## src/timer_pkg.sv

```systemverilog
// package of register offsets, field positions, reset values and timing counts
// for the power-down and balance timer block; assumes a 200 MHz pclk
package timer_pkg;
  // ==========================================================================
  // clock and timing
  // ==========================================================================
  localparam int unsigned CLK_HZ           = 200_000_000;
  localparam int unsigned FILTER_US        = 130;          // pin filter time
  localparam int unsigned POWERON_US       = 5;            // initial power-on acceptance
  localparam int unsigned TICK_MS          = 4469;         // 71.5 s / 16, in ms
  localparam int unsigned FILTER_CYCLES    = FILTER_US * (CLK_HZ / 1_000_000);
  localparam int unsigned POWERON_CYCLES   = POWERON_US * (CLK_HZ / 1_000_000);
  localparam longint unsigned TICK_CYCLES  = longint'(TICK_MS) * (CLK_HZ / 1000);
  localparam int unsigned SUBSTEPS         = 16;           // ticks per 71.5 s step
  localparam int unsigned NUM_OUT          = 6;
  localparam int unsigned TIMER_W          = 5;            // 0..31 steps = 0..36.9 min

  // ==========================================================================
  // register map (byte addresses)
  // ==========================================================================
  localparam logic [7:0] ADDR_CONTROL    = 8'h00;
  localparam logic [7:0] ADDR_SHUT_DELAY = 8'h04;
  localparam logic [7:0] ADDR_BALANCE    = 8'h08;
  localparam logic [7:0] ADDR_STATUS     = 8'h0C;
  localparam logic [7:0] ADDR_ON_TIME0   = 8'h10;          // six words follow
  localparam int unsigned SOFT_PD_BIT    = 8;
  localparam logic [TIMER_W-1:0] TIMER_RESET = 5'h00;
  localparam logic [5:0]  BALANCE_RESET  = 6'h00;

  typedef enum logic [1:0] {
    PWR_ON    = 2'b00,
    PWR_DELAY = 2'b01,
    PWR_SOFT  = 2'b10,
    PWR_HARD  = 2'b11
  } pwr_state_t;
endpackage : timer_pkg

```

## src/timer_if.sv

```systemverilog
// interface carrying the tick and step outputs of the prescaler to the timers, and the restart back
// assumes a single pclk domain
`timescale 1ns/1ps
interface timer_if;
  logic       tick;        // 4.5 s comparison tick
  logic       step;        // 71.5 s step tick
  logic       restart;     // clear the prescaler
  modport prescaler (input restart, output tick, step);
  modport user      (output restart, input tick, step);
endinterface : timer_if

```

## src/tick_prescaler.sv

```systemverilog
// prescaler giving a 4.5 s tick and a 71.5 s step from pclk
// assumes pclk at the package rate; TICK_CYCLES may be shortened by parameter
`timescale 1ns/1ps
module tick_prescaler #(
  parameter longint unsigned TICK_CYCLES = timer_pkg::TICK_CYCLES
) (
  input  wire logic pclk,     // clock
  input  wire logic presetn,  // async reset, active low
  timer_if.prescaler tif      // tick outputs
);
  import timer_pkg::*;
  logic [39:0] cnt;
  logic [3:0]  sub;

  // ==========================================================================
  // tick counter
  // ==========================================================================
  // free-running divider, restarted whenever the balance counter restarts
  always_ff @(posedge pclk or negedge presetn) begin
    if (!presetn) begin
      cnt <= '0;
      sub <= '0;
    end else if (tif.restart) begin
      cnt <= '0;
      sub <= '0;
    end else if (cnt == 40'(TICK_CYCLES - 1)) begin
      cnt <= '0;
      sub <= sub + 4'h1;
    end else begin
      cnt <= cnt + 40'h1;
    end
  end
  assign tif.tick = (cnt == 40'(TICK_CYCLES - 1));
  assign tif.step = tif.tick && (sub == 4'(SUBSTEPS - 1));
endmodule : tick_prescaler

```

## src/pd_balance_top.sv

```systemverilog
// top of the power-down and cell-balance timer block, APB slave
// assumes power_down_n already synchronous to pclk; presetn is the power-on reset
// Notes on behaviour
// - pin low must hold about 130 us before hardware power-down starts
// - pin high must hold about 130 us before leaving power-down
// - at first power-up the filter is skipped; accept power-on after 5 us
// - control bit 8 enters software power-down
// - delay timer 0..36.9 min in 71.5 s steps
// - pin fall or bit 8 starts delay; at expiry power down if pin low
// - delay register resets to zero
// - writing delay while running restarts count; zero checks pin at once
// - a later pin rise does not cancel a running delay
// - balance outputs follow the balance register, reset zero
// - zero delay: pin fall kills outputs at once; else at delay expiry
// - on-time registers 0..36.9 min, zero means disabled
// - nonzero balance write starts the shared counter and outputs
// - on expiry output off, balance register cleared, on-times kept
// - all six on-time registers reset to zero
// - counter compared with on-times every 4.5 s
// - balance register writes override the timers
// - accepted pin fall powers down all circuitry
// - write to an active output's on-time restarts counter; zero turns off
// - write to an inactive output's on-time leaves counter alone
`timescale 1ns/1ps
module pd_balance_top #(
  parameter longint unsigned TICK_CYCLES = timer_pkg::TICK_CYCLES
) (
  input  wire logic        pclk,            // bus and core clock
  input  wire logic        presetn,         // async reset, active low
  input  wire logic        psel,            // apb select
  input  wire logic        penable,         // apb access phase
  input  wire logic        pwrite,          // apb direction
  input  wire logic [7:0]  paddr,           // apb byte address
  input  wire logic [31:0] pwdata,          // apb write data
  output logic      [31:0] prdata,          // apb read data
  output logic             pready,          // apb ready
  output logic             pslverr,         // apb error
  input  wire logic        power_down_n,    // power-down pin, active low
  output logic [timer_pkg::NUM_OUT-1:0] balance_output, // cell balance drives
  output logic             powered_down_n,  // low while hardware power-down
  output logic             soft_down_n      // low while software power-down
);
  import timer_pkg::*;

  timer_if tif ();
  tick_prescaler #(.TICK_CYCLES(TICK_CYCLES)) u_pre (
    .pclk    (pclk),
    .presetn (presetn),
    .tif     (tif.prescaler)
  );

  // ==========================================================================
  // apb decode
  // ==========================================================================
  logic wr_en;
  logic rd_en;
  logic addr_ok;
  assign pready  = 1'b1;                    // zero wait states
  assign wr_en   = psel && penable && pwrite;
  assign rd_en   = psel && penable && !pwrite;
  assign addr_ok = (paddr <= ADDR_ON_TIME0 + 8'h14) && (paddr[1:0] == 2'b00);
  assign pslverr = psel && penable && !addr_ok;

  logic wr_ctrl;
  logic wr_delay;
  logic wr_bal;
  logic [NUM_OUT-1:0] wr_time;
  assign wr_ctrl  = wr_en && (paddr == ADDR_CONTROL);
  assign wr_delay = wr_en && (paddr == ADDR_SHUT_DELAY);
  assign wr_bal   = wr_en && (paddr == ADDR_BALANCE);

  // ==========================================================================
  // pin filter
  // ==========================================================================
  logic        pin_q;
  logic        pin_filt;
  logic [15:0] flt_cnt;
  logic        first_up;
  logic        pin_fall;
  // filtered level moves only after the raw pin differs for the full interval;
  // at first power-up a shorter interval applies
  always_ff @(posedge pclk or negedge presetn) begin
    if (!presetn) begin
      pin_filt <= 1'b0;
      flt_cnt  <= '0;
      first_up <= 1'b1;
    end else if (power_down_n == pin_filt) begin
      flt_cnt <= '0;
    end else if ((first_up && flt_cnt == 16'(POWERON_CYCLES - 1))
              || (!first_up && flt_cnt == 16'(FILTER_CYCLES - 1))) begin
      pin_filt <= power_down_n;
      flt_cnt  <= '0;
      first_up <= 1'b0;
    end else begin
      flt_cnt <= flt_cnt + 16'h1;
    end
  end
  always_ff @(posedge pclk or negedge presetn) begin
    if (!presetn) pin_q <= 1'b0;
    else          pin_q <= pin_filt;
  end
  assign pin_fall = pin_q && !pin_filt;

  // ==========================================================================
  // control and delay registers
  // ==========================================================================
  logic               soft_bit;
  logic [TIMER_W-1:0] delay_val;
  always_ff @(posedge pclk or negedge presetn) begin
    if (!presetn) begin
      soft_bit  <= 1'b0;
      delay_val <= TIMER_RESET;
    end else begin
      if (wr_ctrl)  soft_bit  <= pwdata[SOFT_PD_BIT];
      if (wr_delay) delay_val <= pwdata[TIMER_W-1:0];
    end
  end
  logic soft_rise;
  assign soft_rise = wr_ctrl && pwdata[SOFT_PD_BIT] && !soft_bit;

  // ==========================================================================
  // power state and delay timer
  // ==========================================================================
  pwr_state_t         pstate;
  logic [TIMER_W-1:0] delay_cnt;
  logic               delay_soft;   // delay started by the control bit
  logic               expire;
  logic               start;
  assign start  = pin_fall || soft_rise;
  assign expire = (pstate == PWR_DELAY) && (delay_cnt >= delay_val) && !wr_delay;

  // a running delay ignores the pin rising; only expiry ends it
  always_ff @(posedge pclk or negedge presetn) begin
    if (!presetn) begin
      pstate     <= PWR_ON;
      delay_cnt  <= '0;
      delay_soft <= 1'b0;
    end else begin
      case (pstate)
        PWR_ON: begin
          if (start && delay_val == '0) begin
            pstate <= pin_fall ? PWR_HARD : PWR_SOFT;
          end else if (start) begin
            pstate     <= PWR_DELAY;
            delay_cnt  <= '0;
            delay_soft <= soft_rise && !pin_fall;
          end
        end
        PWR_DELAY: begin
          if (wr_delay) begin
            delay_cnt <= '0;
          end else if (expire) begin
            if (!pin_filt)       pstate <= PWR_HARD;
            else if (delay_soft) pstate <= PWR_SOFT;
            else                 pstate <= PWR_ON;
          end else if (tif.step) begin
            delay_cnt <= delay_cnt + 5'h1;
          end
        end
        PWR_SOFT: begin
          if (!pin_filt)     pstate <= PWR_HARD;
          else if (!soft_bit) pstate <= PWR_ON;
        end
        PWR_HARD: begin
          if (pin_filt) pstate <= soft_bit ? PWR_SOFT : PWR_ON;
        end
        default: pstate <= PWR_ON;
      endcase
    end
  end
  logic going_down;
  assign going_down = (pstate == PWR_HARD) || (pstate == PWR_SOFT);
  assign powered_down_n = (pstate != PWR_HARD);
  assign soft_down_n    = (pstate != PWR_SOFT);

  // ==========================================================================
  // balance register, on-times and shared counter
  // ==========================================================================
  logic [NUM_OUT-1:0] balance;
  logic [TIMER_W-1:0] on_time [NUM_OUT];
  logic [TIMER_W+3:0] bal_cnt;                // steps and sixteenths
  logic               bal_run;
  logic [NUM_OUT-1:0] hit;
  logic               restart;

  genvar gi;
  generate
    for (gi = 0; gi < NUM_OUT; gi++) begin : g_out
      assign wr_time[gi] = wr_en && (paddr == ADDR_ON_TIME0 + 8'(4 * gi));
      always_ff @(posedge pclk or negedge presetn) begin
        if (!presetn) on_time[gi] <= TIMER_RESET;
        else if (wr_time[gi]) on_time[gi] <= pwdata[TIMER_W-1:0];
      end
      // compare only on the tick; zero means the timer is disabled
      assign hit[gi] = tif.tick && bal_run && (on_time[gi] != '0)
                    && (bal_cnt + 9'h1 >= {on_time[gi], 4'h0});
    end
  endgenerate

  logic active_time_wr;
  assign active_time_wr = |(wr_time & balance);
  assign restart        = (wr_bal && pwdata[NUM_OUT-1:0] != '0) || active_time_wr;
  assign tif.restart    = restart;

  logic [NUM_OUT-1:0] zero_kill;
  always_comb begin
    zero_kill = '0;
    for (int i = 0; i < NUM_OUT; i++) begin
      if (wr_time[i] && pwdata[TIMER_W-1:0] == '0) zero_kill[i] = 1'b1;
    end
  end

  // register write has priority over expiry
  always_ff @(posedge pclk or negedge presetn) begin
    if (!presetn) begin
      balance <= BALANCE_RESET;
    end else if (going_down) begin
      balance <= '0;
    end else if (wr_bal) begin
      balance <= pwdata[NUM_OUT-1:0];
    end else if (|(hit & balance)) begin
      balance <= '0;
    end else begin
      balance <= balance & ~zero_kill;
    end
  end

  // shared counter counts ticks while any output is on
  always_ff @(posedge pclk or negedge presetn) begin
    if (!presetn) begin
      bal_cnt <= '0;
      bal_run <= 1'b0;
    end else if (restart) begin
      bal_cnt <= '0;
      bal_run <= 1'b1;
    end else if (balance == '0) begin
      bal_cnt <= '0;
      bal_run <= 1'b0;
    end else if (tif.tick) begin
      bal_cnt <= bal_cnt + 9'h1;
    end
  end
  assign balance_output = going_down ? '0 : balance;

  // ==========================================================================
  // read mux
  // ==========================================================================
  logic [31:0] next_prdata;
  always_comb begin
    next_prdata = 32'h0000_0000;
    case (paddr)
      ADDR_CONTROL:    next_prdata = 32'(soft_bit) << SOFT_PD_BIT;
      ADDR_SHUT_DELAY: next_prdata = 32'(delay_val);
      ADDR_BALANCE:    next_prdata = 32'(balance);
      ADDR_STATUS:     next_prdata = {15'h0000, bal_cnt, pstate, 4'h0, pin_filt, 1'b0};
      default: begin
        for (int i = 0; i < NUM_OUT; i++) begin
          if (paddr == ADDR_ON_TIME0 + 8'(4 * i)) next_prdata = 32'(on_time[i]);
        end
      end
    endcase
  end
  // read data registered in the setup cycle so it stands in the access phase
  always_ff @(posedge pclk or negedge presetn) begin
    if (!presetn) prdata <= 32'h0000_0000;
    else if (psel && !penable && !pwrite) prdata <= next_prdata;
  end

  // ==========================================================================
  // checks
  // ==========================================================================
  AST_DELAY_ZERO_HARD: assert property (@(posedge pclk) disable iff (!presetn)
    (pstate == PWR_ON && pin_fall && delay_val == '0) |=> pstate == PWR_HARD)
    else $error("zero delay pin fall did not power down");
  AST_RISE_KEEPS_DELAY: assert property (@(posedge pclk) disable iff (!presetn)
    (pstate == PWR_DELAY && !expire) |=> pstate == PWR_DELAY)
    else $error("delay timer left early");
  AST_WR_ZERO_CHECK: assert property (@(posedge pclk) disable iff (!presetn)
    (pstate == PWR_DELAY && wr_delay && pwdata[TIMER_W-1:0] == '0 && !pin_filt)
      |=> ##1 pstate == PWR_HARD)
    else $error("zero delay write did not check pin");
  AST_OUT_FOLLOW: assert property (@(posedge pclk) disable iff (!presetn)
    (wr_bal && !going_down) |=> balance == $past(pwdata[NUM_OUT-1:0]))
    else $error("balance write not applied");
  AST_EXPIRE_CLEAR: assert property (@(posedge pclk) disable iff (!presetn)
    (|(hit & balance) && !wr_bal && !going_down) |=> balance == '0)
    else $error("expiry did not clear balance");
  AST_DOWN_OUTS_OFF: assert property (@(posedge pclk) disable iff (!presetn)
    going_down |-> (balance_output == '0) ##1 (balance == '0))
    else $error("outputs on while powered down");
  AST_INACTIVE_WR: assert property (@(posedge pclk) disable iff (!presetn)
    (|wr_time && !active_time_wr && !wr_bal && bal_run && balance != '0 && !tif.tick)
      |=> bal_cnt == $past(bal_cnt))
    else $error("inactive on-time write disturbed counter");
  AST_SOFT_ENTER: assert property (@(posedge pclk) disable iff (!presetn)
    (pstate == PWR_ON && soft_rise && !pin_fall && delay_val == '0) |=> pstate == PWR_SOFT)
    else $error("soft power-down not entered");
  AST_FILTER_HOLD: assert property (@(posedge pclk) disable iff (!presetn)
    (!first_up && power_down_n != pin_filt && flt_cnt < 16'(FILTER_CYCLES - 1))
      |=> pin_filt == $past(pin_filt))
    else $error("filter moved early");
endmodule : pd_balance_top

```

## config.mk

```make
export PLATFORM = sky130hd
export DESIGN_NAME = pd_balance_top
export DESIGN_NICKNAME = d
export VERILOG_FILES = /design/src/timer_pkg.sv /design/src/timer_if.sv /design/src/tick_prescaler.sv /design/src/pd_balance_top.sv
export SDC_FILE = /design/constraint.sdc
export NUM_CORES = 1
export LEC_CHECK = 0
export BUFFER_PORTS_ARGS = -buffer_cell sky130_fd_sc_hd__buf_2
export CAP_MARGIN = 20
export CORE_MARGIN = 5
export CORE_UTILIZATION = 45
export DETAILED_ROUTE_END_ITERATION = 8
export SYNTH_ARGS = -nofsm -noshare
export SYNTH_HDL_FRONTEND = slang
export SYNTH_HIERARCHICAL = 1
export SYNTH_SLANG_ARGS = --single-unit
```

## constraint.sdc

```tcl
create_clock -name pclk -period 5.7 [get_ports pclk]
set_input_delay 1.14 -clock pclk [delete_from_list [all_inputs] [get_ports pclk]]
set_output_delay 1.14 -clock pclk [all_outputs]
set_load 0.01 [all_outputs]
```

==> summary.md, run 1 <==
| Metric | Value |
|---|---|
| Status | `finished, final reports clean` |
| # rows | `49` |
| Drt pass-1 iters | `5` |
| Combinational power share | `5.8%` |
| Final hold vios | `0` |
| Largest net degree at the start of global routing | `109` |
| Root buf cell | `clkbuf_16` |
| Cells after synthesis | `873` |
| Worst EP required | `6.03 ns` |
| Starting Density | `45.9%` |
| Int Power | `1770 uW` |
| Arr. time, crit path | `3.96 ns` |
| I/O Pins | `88` |
| Max Slew Vio Count | `0` |
| Routed wire per std cell | `17.9 microns` |
| DRT iter0 DRCs | `509` |
| Register area | `0.00350 sq mm` |
| Grt ovf | `0` |
| Asr flop ratio synth | `100%` |
| FF-to-FF setup slack | `2.07 ns` |
| Pwr dens | `251 mW/mm^2` |
| RePlAce Congestion | `0.891` |
| Fillcell total | `1,653` |
| Multi-input logic area | `0.00441 sq mm` |
| Maximum fanout along the worst path | `13` |
| Initial antenna violation count | `1` |
| Post-CTS setup buffers | `0` |
| Synth Register Bits | `140` |
| Number of antenna diodes | `0` |
| Fin nets | `999` |
| Critical Path Start Type | `register` |
| CTS sink cnt | `140` |
| Skew final | `0.0107 ns` |
| Synth Cell Area | `0.00831 sq mm` |
| Die W | `146 microns` |
| Routed vias | `6,601` |
| Seq/Total Area, Yosys | `42.2%` |
| First-pass GRT wire length | `33,900 microns` |
| Cell Area, Placed | `0.00866 sq mm` |
| Seq pwr share | `45.6%` |
| # port buffers | `46` |
| Clock latency reported for the late side of the worst-skew pair | `0.43 ns` |
| GRT Total Usage | `19.8%` |
| Clock slew at reported path FFs | `0.06 ns` |
| YS warnings | `6` |
| Worst R2R Path Depth | `10` |
| Switching share of power | `23.7%` |
| Post-Route Hold Slack | `0.459 ns` |
| Peak supply drop | `0.219 mV` |
| Worst Hold Depth | `1` |
| Fin cells | `1,154` |
| Synth Flop Type | `dfrtp_1` |
| Total CTS buffers | `17` |
| Design area | `0.00928 sq mm` |
| Worst min path class | `register to register` |
| Share of layout cells above drive strength 1 | `15.5%` |
| Slew HR | `35.4%` |
| RSZ-0062 raised after global routing | `false` |
| Lkg Pwr | `0.00412 uW` |
| Final setup vio count | `0` |
| Setup tns final | `0 ns` |
| Vias per cell | `5.72` |
| Die Ht | `146 microns` |
| EDFF count, synth | `0` |
| H-tree lvl count | `4` |
| Clock buffer depth | `2` |
| Max Cap Viol | `0` |
| Vias in the first global route | `6,259` |
| Remaining antenna violation count | `0` |
| Fin util | `51.3%` |
| HPWL after detailed placement | `14,600 microns` |
| WS Path Type | `register to register` |
| Crit. End Element | `register` |
| Area Growth Syn to Fin | `11.7%` |
| Die area | `0.0213 sq mm` |
| Actual slew at the worst max-slew pin | `0.966 ns` |
| Switching Power | `551 uW` |
| Period utilization | `63.6%` |
| Syn avg cell area | `9.51 sq um` |
| Post-Route WL | `20,700 microns` |
| DRC | `0` |
| Resize count post-CTS | `0` |
| F_max | `276 MHz` |
| Clk network pwr share | `48.6%` |
| Placed cells | `1,121` |
| CTS tree | `done` |
| Minimum clock period | `3.63 ns` |
| CTS Hold Buffers Added | `0` |
| Core area | `0.0181 sq mm` |
| Unique masters post-synth | `69` |
[logic make-up (layout without fill, tap and decap cells)]
logic type / Yosys count / after routing / synth area share [%]
flops: 140 / 140 / 42.2
xor+xnor: 51 / 51 / 5.38
other cells: 2 / 16 / 0.0904
simple gates: 337 / 337 / 21.5
buf+inv: 89 / 127 / 5.29
fa+ha+maj: 41 / 41 / 6.18
compound gates: 165 / 165 / 13.0
mux: 48 / 48 / 6.43
[cells in the mapped netlist (all sizes together) (11+ instances only)]
cell | instances | share of area [%]
a21oi | 35 | 2.1
a22o | 13 | 1.4
and3 | 11 | 0.83
buf | 30 | 2.6
clkbuf | 19 | 0.86
dfrtp | 139 | 42
ha | 41 | 6.2
inv | 40 | 1.8
mux2 | 43 | 5.8
nand2 | 62 | 2.8
nand3 | 52 | 3.1
nand4 | 26 | 2.0
nor2 | 84 | 3.8
nor2b | 14 | 1.1
nor3 | 18 | 1.1
nor4 | 17 | 1.8
o21ai | 51 | 3.1
or3 | 17 | 1.3
xnor2 | 17 | 1.8
xor2 | 34 | 3.6
[state kept, by name, summed over array words and instances (netlist names)]
name / flops
soft_bit: 1
pstate: 2
flt_cnt: 16
pin_filt: 1
bal_cnt: 9
delay_val: 5
delay_cnt: 5
first_up: 1
prdata: 17
u_pre/sub: 4
pin_q: 1
balance: 6
bal_run: 1
delay_soft: 1
on_time: 30
u_pre/cnt: 40
[cell usage in the layout, fill, tap and decap left out, drive strengths merged, types with 4 or more instances in the layout]
master / count
dfrtp: 139
nor2: 84
nand2: 62
buf: 55
nand3: 52
o21ai: 51
mux2: 43
ha: 41
inv: 41
a21oi: 35
xor2: 34
nand4: 26
clkbuf: 21
nor3: 18
xnor2: 17
or3: 17
nor4: 17
conb: 16
nor2b: 14
a22o: 13
and3: 11
a22oi: 8
nor4b: 8
a211oi: 7
or4: 7
o211ai: 6
a21o: 6
o22ai: 6
o31ai: 6
a31oi: 5
mux2i: 5
and2: 4
a2bb2oi: 4
clkinvlp: 4
[power groups by stage]
stage                     clock network (uW)  logic, uW  registers (uW)
after floorplan                            0       90.8            1070
after global placement                     0        131            1080
after detailed placement                   0        133            1080
after CTS                               1150        134            1060
after global routing                    1200        155            1060
final                                   1130        135            1060
[per-stage QoR]
step,power (uW),worst slack (ns)
after global placement,1210,1.78
after detailed placement,1210,1.79
after floorplan,1160,2.54
final,2320,2.07
after global routing,2420,1.72
after CTS,2340,2.08
[routing by layer]
layer / track usage, % / part of all wire (%)
met1: 29.3 / 50
met2: 29.2 / 43
met3: 4.14 / 5.0
met4: 6.22 / 1.8
met5: 0 / 0.063
[path summary, 6_finish.rpt]
path	start	end
min in group asynchronous	presetn	on_time[19]
setup / recovery	bal_cnt[0]	balance[0]
setup reg to reg	bal_cnt[0]	balance[0]
hold reg to reg	flt_cnt[0]	flt_cnt[0]
max in group asynchronous	presetn	prdata[14]
hold / removal	flt_cnt[0]	flt_cnt[0]
[cell type report]
type                       count  share of cell area [%]
clock inverter                11                    1.55
tap                          229                    3.09
inverter                      40                    1.62
timing repair buffer          55                    3.53
multi-input combinational    658                    47.6
clock buffer                  21                    4.86
sequential                   140                    37.8
[worst max-delay path, stage by stage, from the launching register on]
cell and delay (ns):
dfrtp_1 0.64, ha_1 0.45, nand3_1 0.14, xnor2_1 0.60, ha_1 0.36, o2111ai_1 0.19, a21o_1 0.12, a2111oi_0 0.06
nor4_1 0.41, nand4_1 0.32, o21ai_0 0.25
No activity file was read; power rests on OpenSTA's default activity.
==> inputs of run 2 (changes only) <==
--- a/config.mk
+++ b/config.mk
@@ -5,11 +5,13 @@
 export SDC_FILE = /design/constraint.sdc
 export NUM_CORES = 1
 export LEC_CHECK = 0
+export ABC_AREA = 1
 export BUFFER_PORTS_ARGS = -buffer_cell sky130_fd_sc_hd__buf_2
 export CAP_MARGIN = 20
 export CORE_MARGIN = 5
 export CORE_UTILIZATION = 45
 export DETAILED_ROUTE_END_ITERATION = 8
+export PLACE_DENSITY = 0.66
 export SYNTH_ARGS = -nofsm -noshare
 export SYNTH_HDL_FRONTEND = slang
 export SYNTH_HIERARCHICAL = 1
==> constraint.sdc (replaced) <==
create_clock -name pclk -period 3.1 [get_ports pclk]
set_input_delay 0.62 -clock pclk [delete_from_list [all_inputs] [get_ports pclk]]
set_output_delay 0.62 -clock pclk [all_outputs]
set_load 0.01 [all_outputs]
==> summary.md, run 2 <==
| Metric | Value |
|---|---|
| Status | `finished, final reports clean` |
| Period utilization | `89.4% (+26 points)` |
| Design area | `0.0104 sq mm (+12%)` |
| CP most frequent cell | `nand2_1` |
| Final hold vios | `0 (unchanged)` |
| Remaining antenna violation count | `0 (unchanged)` |
| Root buf cell | `clkbuf_16` |
| Post-CTS setup buffers | `0 (unchanged)` |
| Largest cells by area after synthesis | `dfrtp_1 38%, nand2_1 14%, nor2_1 7.9%` |
| Fin util | `51.6% (+0.26 points)` |
| Actual slew at the worst max-slew pin | `0.712 ns (-0.255 ns)` |
| Max Cap Viol | `0 (unchanged)` |
| YS warnings | `6 (unchanged)` |
| Most Crowded Layer GR | `met2` |
| Post-Route WL | `23,600 microns (+14%)` |
| Area Growth Syn to Fin | `13.4%` |
| GR Util met1 | `30.4% (+1.1 points)` |
| WS Path Type | `register to register` |
| Synth Flop Type | `dfrtp_1` |
| Synth Cell Area | `0.00914 sq mm (+10%)` |
| Worst R2R Path Depth | `16 (+6)` |
| H-tree lvl count | `4 (unchanged)` |
| Seq/Total Area, Yosys | `38.3% (-3.8 points)` |
| EDFF count, synth | `0 (unchanged)` |
| Synth Register Bits | `140 (unchanged)` |
| Clock slew at reported path FFs | `0.06 ns (about the same)` |
| Commonest cells in the netlist | `334 x nand2_1, 192 x nor2_1, 150 x inv_1` |
| Cell Area, Placed | `0.00970 sq mm (+12%)` |
| Pwr dens | `450 mW/mm^2 (+79%)` |
| Most common cell in the synthesized netlist | `nand2_1` |
| Die area | `0.0233 sq mm (+9.3%)` |
| Commonest non-fill, non-tap cells in the layout | `333 x nand2_1, 192 x nor2_1, 149 x inv_1` |
| Die Ht | `153 microns (+4.6%)` |
| Number of antenna diodes | `0 (unchanged)` |
| Share of layout cells above drive strength 1 | `13.3% (-2.2 points)` |
| Arr. time, crit path | `3.08 ns (-0.88 ns)` |
| Maximum fanout along the worst path | `6 (-7)` |
| Vias in the first global route | `7,693 (+23%)` |
| First-pass GRT wire length | `39,100 microns (+15%)` |
| Met2 usage | `30.9% (+1.7 points)` |
| Minimum clock period | `2.77 ns (-0.854 ns)` |
| DRT iter0 DRCs | `679 (+33%)` |
| Clock latency reported for the late side of the worst-skew pair | `0.43 ns (about the same)` |
| F_max | `361 MHz (+31%)` |
| Grt ovf | `0 (unchanged)` |
| Register area | `0.00350 sq mm (unchanged)` |
| Die W | `153 microns (+4.6%)` |
| Fillcell total | `1,972 (+19%)` |
| Slew HR | `52.5% (+17 points)` |
| Worst EP required | `3.41 ns (-2.62 ns)` |
| Initial antenna violation count | `1 (unchanged)` |
| Total CTS buffers | `17 (unchanged)` |
| Max Slew Vio Count | `0 (unchanged)` |
| Drt pass-1 iters | `6 (+1)` |
| Unique masters post-synth | `45 (-35%)` |
| Starting Density | `45.5% (-0.47 points)` |
| CP Cell Sequence | `ha_1 > nand3_1 > nor4_2 > nand2_1 > xor2_2 > inv_2 > ha_1 > nand2_1 > nor3_1 > nand3_1 > nand2_1 > nand2_1 > nand3_1 > nand2_2 > nand4_1 > nand2_1` |
| # rows | `52 (+6.1%)` |
| Asr flop ratio synth | `100% (unchanged)` |
| Largest net degree at the start of global routing | `74 (-32%)` |
| Core area | `0.0201 sq mm (+11%)` |
| # port buffers | `46 (unchanged)` |
| CTS tree | `done` |
| Worst min path class | `input port to async pin` |
| Registers with the most flip-flops | `u_pre/cnt (40), on_time (30), prdata (17)` |
| CTS sink cnt | `140 (unchanged)` |
| Routed wire per std cell | `14.8 microns (-17%)` |
| Crit-path max cell delay | `0.36 ns (-0.28 ns)` |
| Clock buffer depth | `2 (unchanged)` |
| DP Worst Slack | `0.210 ns (-1.58 ns)` |
| Syn avg cell area | `7.32 sq um (-23%)` |
| DRC | `0 (unchanged)` |
| Crit. End Element | `register` |
| Met3 Use GR | `4.37% (+0.23 points)` |
| Lkg Pwr | `0.00504 uW (+22%)` |
| Multi-input logic area | `0.00492 sq mm (+11%)` |
| GRT Total Usage | `20.6% (+0.77 points)` |
| HPWL after detailed placement | `18,000 microns (+23%)` |
| Fin nets | `1,398 (+40%)` |
| Final setup vio count | `0 (unchanged)` |
| Most common cell after layout, fill and taps aside | `nand2_1` |
| Synth top area share | `38.1% (-3.8 points)` |
| Setup WS post-layout | `0.329 ns (-1.75 ns)` |
| Max FFs per register | `40 (unchanged)` |
| Slowest CP cell | `dfrtp_1` |
| Routed vias | `8,138 (+23%)` |
| Cell type with the largest total area after synthesis | `dfrtp_1` |
| Final Power | `4660 uW (+100%)` |
| I/O Pins | `88 (unchanged)` |
| Critical Path Start Type | `register` |
| Vias per cell | `5.11 (-11%)` |
| Largest Register | `u_pre/cnt` |
| Peak supply drop | `0.404 mV (+84%)` |
| Skew final | `0.00774 ns (-0.00294 ns)` |
| Cells after synthesis | `1,249 (+43%)` |
| RSZ-0062 raised after global routing | `false` |
| RePlAce Congestion | `0.947 (+6.3%)` |
| Setup tns final | `0 ns (unchanged)` |
[run 2: logic make-up after synthesis]
family,count (synthesis),share of synthesized area [%]
xor gates and xnor gates,45,4.31
AOI/OAI and AO/OA,111,7.20
buffers and inverters,189,8.65
other,2,0.0822
and+or+nand+nor,721,35.8
DFF,140,38.3
adders and majority gates,41,5.61
[run 2: critical path: cells and delay by family (launching register included)]
kind / cells / cell delay (ns)
simple gates: 12 / 1.47
fa+ha+maj: 2 / 0.53
flops: 1 / 0.36
xor+xnor: 1 / 0.18
buf+inv: 1 / 0.12
[run 2: routing by layer]
| layer | up-vias | wire (microns) | part of all wire, % |
|---|---|---|---|
| li1 | 4071 | - | - |
| met2 | 237 | 10200 | 43 |
| met1 | 3795 | 11600 | 49 |
| met3 | 33 | 1420 | 6.0 |
| met5 | - | 13 | 0.055 |
| met4 | 2 | 356 | 1.5 |
[run 2: report_power, final]
group / leakage, uW / switching, uW / internal (uW)
Sequential: 0.00178 / 80.9 / 1900
Clock: 0.000305 / 858 / 1380
Combinational: 0.00296 / 285 / 147
[run 2: worst paths after layout]
path	startpoint	to	slack, ns
worst max register to register	bal_cnt[0]	balance[5]	0.33
worst max-delay path	bal_cnt[0]	balance[5]	0.33
max in group asynchronous	presetn	on_time[10]	2.14
min in group pclk	pwdata[3]	balance[3]	0.41
worst min register to register	flt_cnt[0]	flt_cnt[0]	0.46
worst min-delay path	presetn	prdata[10]	0.20
[run 2: through the flow]
step | std cells | hold slack (ns)
floorplan | 1263 | 0.324
global placement | 1562 | 0.448
detailed placement | 1562 | 0.456
CTS | 1594 | 0.227
global route | 1594 | 0.264
finish | 1594 | 0.197
[run 2: final cells by class]
| type | instances | share of cell area, % |
|---|---|---|
| well taps | 270 | 3.26 |
| clock inverters | 14 | 1.97 |
| repair buffers | 64 | 3.71 |
| multi-input cells | 934 | 47.4 |
| flip-flops and latches | 140 | 33.8 |
| inverters | 154 | 5.58 |
| clock buffers | 18 | 4.24 |
[run 2: repair_timing]
action,4_1_cts,5_1_grt
hold buffers,0,0
endpoints found under the setup margin,0,6
resized for setup,0,5
